`config.mk`:
```
export PLATFORM = sky130hd
export DESIGN_NAME = timer_ext_clock_prescaler
export DESIGN_NICKNAME = d
export VERILOG_FILES = /design/src/hw/ripple_prescaler.v /design/src/hw/timer_ext_clock_prescaler.v
export VERILOG_INCLUDE_DIRS = /design/src /design/src/hw
export SDC_FILE = /design/constraint.sdc
export NUM_CORES = 1
export LEC_CHECK = 0
export BUFFER_PORTS_ARGS = -buffer_cell sky130_fd_sc_hd__buf_2
export CAP_MARGIN = 15
export CORE_ASPECT_RATIO = 0.8
export CORE_MARGIN = 5
export CORE_UTILIZATION = 40
export CTS_BUF_LIST = sky130_fd_sc_hd__clkbuf_4 sky130_fd_sc_hd__clkbuf_8 sky130_fd_sc_hd__clkbuf_16
export CTS_CLUSTER_SIZE = 10
export DETAILED_ROUTE_END_ITERATION = 8
export GPL_TIMING_DRIVEN = 0
export PLACE_DENSITY = 0.61
export SYNTH_ARGS = -nofsm -noshare
export SYNTH_HDL_FRONTEND = slang
export SYNTH_SLANG_ARGS = --single-unit
export TNS_END_PERCENT = 5
```
`constraint.sdc`:
```
create_clock -name clk_i -period 2.8 [get_ports clk_i]
set_input_delay 0.56 -clock clk_i [delete_from_list [all_inputs] [get_ports clk_i]]
set_output_delay 0.56 -clock clk_i [all_outputs]
set_load 0.02 [all_outputs]
```
`src/hw/tmr_consts.vh`:
```
/*
 Constants for the timer/counter with shared prescaler: register offsets,
 field positions, reset values and timing counts.
 Assumes a 100 MHz system clock; included by the timer design file by bare name.
*/
`ifndef TMR_CONSTS_VH
`define TMR_CONSTS_VH

`define ADDR_W            8
`define OFF_TIMER_COUNT   8'h01
`define OFF_INTR_CTRL     8'h0b
`define OFF_OPTION_CFG    8'h81
`define OFF_PORT_A_DIR    8'h85
`define OFF_WDT_CLEAR     8'h90
`define OFF_IRQ_STATUS    8'h91
`define OFF_IRQ_MASK      8'h92

`define OPTION_RESET      8'hff
`define PORT_A_DIR_RESET  8'h3f
`define PORT_A_DIR_MASK   8'h3f
`define INTR_CTRL_RESET   8'h00

`define OPT_RATIO_LSB     0
`define OPT_ASSIGN_BIT    3
`define OPT_EDGE_BIT      4
`define OPT_SOURCE_BIT    5
`define INTC_FLAG_BIT     2
`define INTC_ENABLE_BIT   5

`define CLK_PERIOD_NS     10
`define INSTR_CYCLE_CLKS  4
`define HOLD_OFF_INSTR    2
`define HOLD_OFF_CLKS     (`HOLD_OFF_INSTR * `INSTR_CYCLE_CLKS)

`endif

```
`src/hw/ripple_prescaler.v`:
```
/*
 Eight-stage divide-by-two chain that forms the shared prescaler.
 Assumes the count enable is a one-cycle pulse on the same clock; every
 stage is a toggle flip-flop so that each tap is a symmetrical square wave.
*/
`timescale 1ns/10ps
`default_nettype none

module ripple_prescaler
#(
  parameter WIDTH = 8
)
(
  input  wire             clk_i,
  input  wire             rst_i,
  input  wire             clr_i,
  input  wire             step_i,
  output wire [WIDTH-1:0] taps_o
);

  reg  [WIDTH-1:0] stage_r;
  wire [WIDTH:0]   carry;

  assign carry[0] = step_i;
  assign taps_o   = stage_r;

  // Each stage toggles when the stage below falls, like a ripple counter but on one clock.
  genvar g;
  generate
    for (g = 0; g < WIDTH; g = g + 1)
    begin : stage_gen
      assign carry[g+1] = carry[g] & stage_r[g];
      always @(posedge clk_i)
      begin
        if (rst_i || clr_i)
          stage_r[g] <= 1'b0;
        else if (carry[g])
          stage_r[g] <= ~stage_r[g];
      end
    end
  endgenerate

endmodule

`default_nettype wire

```
`src/hw/timer_ext_clock_prescaler.v`:
```
/*
 Eight-bit timer/counter with an external count input and a shared
 prescaler that serves either the timer or the watchdog as a postscaler.
 Assumes a register port with a one-cycle read latency, a watchdog outside
 this block that takes the postscaler tap, and an asynchronous count pin.
*/
// Our own choice: the strobed register port.
// How it works
// - Without prescaler, the count input is sampled at the second and fourth phase.
// - Assigned to the timer, the prescaler divides the input to a symmetrical wave.
// - The timer increments only after the synchroniser, some phases after the edge.
// - One 8-bit counter serves timer or watchdog, never both at once.
// - Option bit 3 selects assignment, bits 2..0 the ratio.
// - Writing the count register clears the prescaler while it serves the timer.
// - The watchdog clear also clears the prescaler while it serves the watchdog.
// - Software can neither read nor write the prescaler count.
// - The assignment may change at any time without reset or halt.
// - Assignment bit clear gives ratios 1:2 to 1:256 in powers of two.
// - Source bit picks instruction cycles or pin edges; edge bit clear means rising.
// - A write to the count register holds off counting for two instruction cycles.
// - Rollover from ff to 00 sets the sticky overflow flag, enabled onto interrupt.
`timescale 1ns/10ps
`default_nettype none
`include "tmr_consts.vh"

module timer_ext_clock_prescaler
#(
  parameter PRESCALE_W = 8
)
(
  input  wire                 clk_i,
  input  wire                 rst_i,
  input  wire [`ADDR_W-1:0]   addr_i,
  input  wire [7:0]           wdata_i,
  input  wire                 wr_i,
  input  wire                 rd_i,
  output reg  [7:0]           rdata_o,
  input  wire                 ext_count_clock_pin_i,
  input  wire                 watchdog_clear_instr_i,
  output reg                  watchdog_tick_o,
  output reg                  watchdog_clear_o,
  output reg  [7:0]           port_a_direction_o,
  output reg                  irq_o
);

  // Hold-off length in clocks, sized to the hold-off counter.
  localparam [3:0]      HOLD_OFF = `HOLD_OFF_CLKS;

  // Phase counter: four clock phases make one instruction cycle.
  reg  [1:0]            phase_r;
  wire                  phase_q2 = (phase_r == 2'd1);
  wire                  phase_q4 = (phase_r == 2'd3);
  wire                  instr_end = phase_q4;

  reg  [7:0]            timer_count_reg_r;
  reg  [7:0]            option_r;
  reg  [7:0]            intc_r;
  reg  [7:0]            irq_status_r;
  reg  [7:0]            irq_mask_r;
  reg  [3:0]            hold_off_r;

  // Pin synchroniser: three flops, a change counts once stages two and three agree.
  reg                   pin_s1_r;
  reg                   pin_s2_r;
  reg                   pin_s3_r;
  reg                   pin_level_r;

  reg                   src_prev_r;
  reg                   tap_prev_r;
  reg                   tap_q2_r;
  reg                   tap_sync_r;
  reg                   tap_sync_prev_r;

  wire                  assign_wdt   = option_r[`OPT_ASSIGN_BIT];
  wire                  edge_fall    = option_r[`OPT_EDGE_BIT];
  wire                  source_pin   = option_r[`OPT_SOURCE_BIT];
  wire [2:0]            ratio_sel    = option_r[`OPT_RATIO_LSB+2:`OPT_RATIO_LSB];

  wire                  wr_count     = wr_i && (addr_i == `OFF_TIMER_COUNT);
  wire                  wr_option    = wr_i && (addr_i == `OFF_OPTION_CFG);
  wire                  wr_intc      = wr_i && (addr_i == `OFF_INTR_CTRL);
  wire                  wr_wdt_clr   = wr_i && (addr_i == `OFF_WDT_CLEAR);
  wire                  wdt_clear    = watchdog_clear_instr_i || wr_wdt_clr;

  // Edge of the chosen source, in the polarity the edge bit asks for.
  wire                  src_level    = source_pin ? (pin_level_r ^ edge_fall) : instr_end;
  wire                  src_edge     = source_pin ? (src_level && !src_prev_r) : instr_end;

  // Prescaler clears only for the party it serves.
  wire                  pre_clr      = (wr_count && !assign_wdt) || (wdt_clear && assign_wdt);
  wire [PRESCALE_W-1:0] taps;

  // The count is only reachable through clears, never through the register port.
  ripple_prescaler
  #(
    .WIDTH (PRESCALE_W)
  )
  u_prescaler
  (
    .clk_i  (clk_i),
    .rst_i  (rst_i),
    .clr_i  (pre_clr),
    .step_i (src_edge),
    .taps_o (taps)
  );

  // Timer gets the selected tap or the raw source; the watchdog takes the same selected tap.
  wire                  sel_tap      = taps[ratio_sel];
  wire                  timer_pre    = assign_wdt ? src_level : sel_tap;
  wire                  wdt_tap      = taps[ratio_sel];

  reg                   wdt_tap_prev_r;

  // Instruction phase generator.
  always @(posedge clk_i)
  begin
    if (rst_i)
      phase_r <= 2'd0;
    else
      phase_r <= phase_r + 2'd1;
  end

  // Three-flop synchroniser with agreement filter on the pin.
  always @(posedge clk_i)
  begin
    if (rst_i)
    begin
      pin_s1_r    <= 1'b0;
      pin_s2_r    <= 1'b0;
      pin_s3_r    <= 1'b0;
      pin_level_r <= 1'b0;
      src_prev_r  <= 1'b1; // Reset option picks the falling edge, so the idle source level is high.
    end
    else
    begin
      pin_s1_r   <= ext_count_clock_pin_i;
      pin_s2_r   <= pin_s1_r;
      pin_s3_r   <= pin_s2_r;
      src_prev_r <= src_level;
      if (pin_s2_r == pin_s3_r)
        pin_level_r <= pin_s3_r;
    end
  end

  // Prescaler output sampled at the second phase and again at the fourth, so
  // the timer sees at most one step per instruction cycle.
  always @(posedge clk_i)
  begin
    if (rst_i)
    begin
      tap_q2_r        <= 1'b1; // Matches the idle source level so no false step follows reset.
      tap_sync_r      <= 1'b1;
      tap_sync_prev_r <= 1'b0;
      tap_prev_r      <= 1'b0;
    end
    else
    begin
      tap_prev_r <= timer_pre;
      if (phase_q2)
        tap_q2_r <= timer_pre;
      if (phase_q4)
      begin
        tap_sync_r      <= tap_q2_r;
        tap_sync_prev_r <= tap_sync_r;
      end
    end
  end

  // Internal mode on the watchdog assignment counts each instruction cycle directly.
  wire inc_step = (!source_pin && assign_wdt) ? instr_end
                : (phase_q4 && tap_q2_r && !tap_sync_r);

  // Count register, write hold-off and rollover detection.
  wire rollover = inc_step && (hold_off_r == 4'd0) && (timer_count_reg_r == 8'hff) && !wr_count;

  always @(posedge clk_i)
  begin
    if (rst_i)
    begin
      timer_count_reg_r <= 8'h00;
      hold_off_r        <= 4'd0;
    end
    else if (wr_count)
    begin
      timer_count_reg_r <= wdata_i;
      hold_off_r        <= HOLD_OFF;
    end
    else
    begin
      if (hold_off_r != 4'd0)
        hold_off_r <= hold_off_r - 4'd1;
      else if (inc_step)
        timer_count_reg_r <= timer_count_reg_r + 8'h01;
    end
  end

  // Option, direction and mask registers; the option may change at any time.
  always @(posedge clk_i)
  begin
    if (rst_i)
    begin
      option_r           <= `OPTION_RESET;
      port_a_direction_o <= `PORT_A_DIR_RESET;
      irq_mask_r         <= 8'h00;
    end
    else if (wr_i)
    begin
      if (wr_option)
        option_r <= wdata_i;
      if (addr_i == `OFF_PORT_A_DIR)
        port_a_direction_o <= wdata_i & `PORT_A_DIR_MASK;
      if (addr_i == `OFF_IRQ_MASK)
        irq_mask_r <= {7'h00, wdata_i[0]};
    end
  end

  // Control bits plus the sticky overflow flag; a rollover beats a software clear.
  always @(posedge clk_i)
  begin
    if (rst_i)
    begin
      intc_r       <= `INTR_CTRL_RESET;
      irq_status_r <= 8'h00;
    end
    else
    begin
      if (wr_intc)
        intc_r <= wdata_i;
      if (rollover)
        intc_r[`INTC_FLAG_BIT] <= 1'b1;
      if (wr_i && addr_i == `OFF_IRQ_STATUS)
        irq_status_r <= irq_status_r & ~{7'h00, wdata_i[0]};
      if (rollover)
        irq_status_r[0] <= 1'b1;
    end
  end

  // Interrupt: flag with its enable, or the sticky status through the mask.
  always @(posedge clk_i)
  begin
    if (rst_i)
      irq_o <= 1'b0;
    else
      irq_o <= (intc_r[`INTC_FLAG_BIT] && intc_r[`INTC_ENABLE_BIT]) ||
               |(irq_status_r & irq_mask_r);
  end

  // Watchdog side: one tick per rising postscaler tap when assigned there.
  always @(posedge clk_i)
  begin
    if (rst_i)
    begin
      wdt_tap_prev_r   <= 1'b0;
      watchdog_tick_o  <= 1'b0;
      watchdog_clear_o <= 1'b0;
    end
    else
    begin
      wdt_tap_prev_r   <= wdt_tap;
      watchdog_tick_o  <= assign_wdt && wdt_tap && !wdt_tap_prev_r;
      watchdog_clear_o <= wdt_clear;
    end
  end

  // Read port: data in the cycle after the strobe; unmapped reads return zero.
  always @(posedge clk_i)
  begin
    if (rst_i)
      rdata_o <= 8'h00;
    else if (rd_i)
    begin
      case (addr_i)
        `OFF_TIMER_COUNT: rdata_o <= timer_count_reg_r;
        `OFF_INTR_CTRL:   rdata_o <= intc_r;
        `OFF_OPTION_CFG:  rdata_o <= option_r;
        `OFF_PORT_A_DIR:  rdata_o <= port_a_direction_o;
        `OFF_IRQ_STATUS:  rdata_o <= irq_status_r;
        `OFF_IRQ_MASK:    rdata_o <= irq_mask_r;
        default:          rdata_o <= 8'h00;
      endcase
    end
    else
      rdata_o <= 8'h00;
  end

endmodule

`default_nettype wire

```
==> summary.md <==
| Metric | Value |
|---|---|
| H-tree depth | `3` |
| Core box area | `7430 µm²` |
| CTS tree | `yes` |
| Ys Warns | `0` |
| Antenna cell count | `0` |
| Result of the run | `finished, final reports clean` |
| Post-Layout Cell Count | `500` |
| Proportion of layout cells with a drive suffix above 1 | `17.0%` |
| Post-detail-place hpwl | `5.88 mm` |
| Number of instances resized during post-cts repair | `0` |
| Max stage delay on crit path | `390 ps` |
| Total Routing Usage GR | `between 15 and 20%` |
| Die Wd | `108 µm` |
| Critical Path Source | `hold_off_r[0]` |
| Clock transition at the registers of the reported paths | `80 ps` |
| Final count of hold timing violations | `0` |
| Site Rows | `28` |
| Power, Total | `about 2.1 mW` |
| Number of DRC markers after the initial detailed-route iteration | `162` |
| Type of the most critical hold path | `register to register` |
| WP data required | `around 3000 ps` |
| Post-CTS Setup Repair Bufs | `0` |
| Vias in the first global route | `roughly 2600` |
| Starting Density | `roughly two fifths` |
| Hold buffer count at CTS | `0` |
| Root cell of the clock tree | `clkbuf_8` |
| Placed Cells | `just under 500` |
| Startpoint class of the critical path | `register` |
| Clock sinks | `65` |
| Least-Margin Pin Slew | `about 1000 ps` |
| Maximum root-to-sink buffer count | `2` |
| Flops & latches, synth | `65` |
| Number of port buffers | `36` |
| Storage cell area | `1300 µm²` |
| Reg2Reg Launch Point | `hold_off_r[0]` |
| Slew headroom | `33.1%` |
| Initial antenna violation count | `0` |
| Layout net count | `417` |
| Synthesized instance count | `approximately 340` |
| Post-synthesis instance area | `roughly 3000 µm²` |
| Vias per Instance | `5.50` |
| Top achievable clock speed | `435 MHz` |
| Number of instances on the worst hold path | `1` |
| Share of the cycle needed by the critical path after routing | `82.1%` |
| Peak ir drop on the vdd network | `around 340 µV` |
| Wire length of the first global-routing pass | `13.0 mm` |
| Count of final max-slew check failures | `0` |
| Asr flop ratio synth | `0%` |
| Worst hold-check slack | `397 ps` |
| Synth cell types | `52` |
| Setup TNS | `0 ps` |
| Leakage power | `1.34 nW` |
| Launch instance of the worst min-delay path | `wdt_tap_prev_r` |
| CP Data Arrival Time | `between 2000 and 3000 ps` |
| Total die area | `9530 µm²` |
| Maximum fanout count along the critical path | `10` |
| Number of synthesized flops with an enable pin | `0` |
| Reg-to-reg endpoint | `timer_count_reg_r[4]` |
| Setup slack of the most critical reg-to-reg path | `~500 ps` |
| Via total after detailed routing | `2749` |
| Clock latency on the worst-skew pair | `360 ps` |
| Top-level port count | `41` |
| Worst Setup End Kind | `register` |
| Number of cells on the worst reg-to-reg path | `7` |
| Chip Height | `~90 µm` |
| Number of violations of the max-capacitance limit | `0` |
| Critical-path cell with the highest stage delay | `or3_1` |
| Overall overflow remaining after global route | `0` |
| Area of the multi-input gates | `1630 µm²` |
| Setup repair after global routing missed its margin | `false` |
| Capture endpoint of the worst hold path | `watchdog_tick_o` |
| Remaining number of nets flagged by the antenna check after routing | `0` |
| Post-Route Utilization | `about half` |
| Setup Viol. Count Final | `0` |
| Cell chain of the critical path | `inv_1 > ha_1 > nor3b_2 > o211ai_1 > clkbuf_1 > or3_1 > a311oi_1` |
| Post-detailed-routing wire length | `7.91 mm` |
| Sequential cell area fraction in the yosys report | `approximately 42%` |
| DRC errors left | `0` |
| Total power density per cell area | `574 nW/µm²` |
| Mean area per synthesized cell | `8.97 µm²` |
| Final Wtd Congestion | `0.846` |
| Area growth from synthesis to layout | `16.9%` |
| Final critical delay including setup and external delays | `2300 ps` |
| First-pass detailed-route iteration total | `4` |
| Fill cell count | `769` |
| Mean routed wirelength per cell | `about 16 µm` |
| Crit Path Category | `register to register` |
| Pin count of the biggest net entering global routing | `13` |
| Main synth FF type | `dfxtp_1` |
| Worst Skew | `10.8 ps` |
| Clock buffers created by TritonCTS | `9` |
worst max-delay path: cells and delay by family (launching register included):
kind | cells | cell delay (ps)
adder cells (fa/ha/maj) | 1 | 180
AO/OA/AOI/OAI | 2 | 540
buffers and inverters | 2 | 410
flip-flops | 1 | 310
AND/OR/NAND/NOR | 2 | 770
layout make-up:
class | count | area share (%)
multi-input cells | 243 | 45.4
flip-flops and latches | 65 | 36.3
repair buffers | 36 | 5.02
clock buffers | 10 | 3.84
well taps | 105 | 3.66
plain buffers | 21 | 2.51
clock inverters | 6 | 1.85
inverters | 14 | 1.46
state kept, by name (all words and copies together) (netlist names), 2 cells and up:
signal,count
u_prescaler.taps_o,8
port_a_direction_o,6
rdata_o,8
timer_count_reg_r,8
phase_r,2
option_r,8
hold_off_r,4
intc_r,8
cell families (layout without fill, tap and decap cells):
group	after synthesis	count (layout)	synth area share (%)
AOI/OAI and AO/OA	73	73	16.9
xor gates and xnor gates	5	5	1.43
adders and majority gates	5	5	2.04
buffers and inverters	35	87	4.65
DFF	65	65	42.4
muxes	19	19	7.01
other	1	2	0.122
and+or+nand+nor	139	139	25.4
layout by cell type, fill, tap and decap left out, drive strengths merged, types with 12 or more instances in the layout:
master   n
dfxtp   65
buf     42
nor2    35
clkbuf  25
a21oi   18
nand2   17
mux2i   17
nand3   15
inv     15
o21ai   13
or3     12
cell usage after synthesis (5+ instances only):
| cell type | number | share of area, % |
|---|---|---|
| dfxtp_1 | 65 | 42 |
| inv_1 | 14 | 1.7 |
| nor2b_1 | 10 | 2.0 |
| nor2_1 | 35 | 4.3 |
| mux2i_1 | 17 | 5.5 |
| o2bb2ai_1 | 5 | 1.4 |
| or3_1 | 12 | 2.4 |
| a211o_1 | 8 | 2.3 |
| ha_1 | 5 | 2.0 |
| a22oi_1 | 7 | 1.7 |
| o21ai_0 | 13 | 2.1 |
| nand3b_1 | 6 | 1.5 |
| nand2_1 | 17 | 2.1 |
| a21oi_1 | 17 | 2.8 |
| clkbuf_1 | 15 | 1.8 |
| a311oi_1 | 6 | 1.7 |
| nor3_1 | 11 | 1.8 |
| nand4_1 | 5 | 1.0 |
| nand3_1 | 15 | 2.4 |
through the flow:
stage / worst slack [ps] / area, µm²
6_report: 502 / 3590
5_1_grt: 294 / 3590
4_1_cts: 492 / 3590
3_5_place_dp: 253 / 3380
3_3_place_gp: 281 / 3380
2_1_floorplan: 717 / 3070
worst max path at each step:
stage,endpoint,slack (ps),depth (start not counted)
after floorplan,intc_r[2],720,5
after global placement,timer_count_reg_r[1],280,6
after detailed placement,timer_count_reg_r[5],250,5
after CTS,timer_count_reg_r[4],490,7
after global routing,timer_count_reg_r[2],290,7
final,timer_count_reg_r[4],500,7
routing by layer:
metal | track usage (%) | vias to the layer above | wire length, µm | part of all wire (%)
met1 | 24.0 | 1323 | 3810 | 48
met5 | 0 | - | 0 | 0
li1 | - | 1345 | - | -
met3 | 4.74 | 8 | 466 | 5.9
met2 | 27.8 | 73 | 3540 | 45
met4 | 5.73 | 0 | 96 | 1.2
report_power, final:
part,switching [mW],internal (mW)
Clock,0.383,0.436
Sequential,0.0227,0.957
Combinational,0.151,0.109
(Power assumes the default switching activity.)
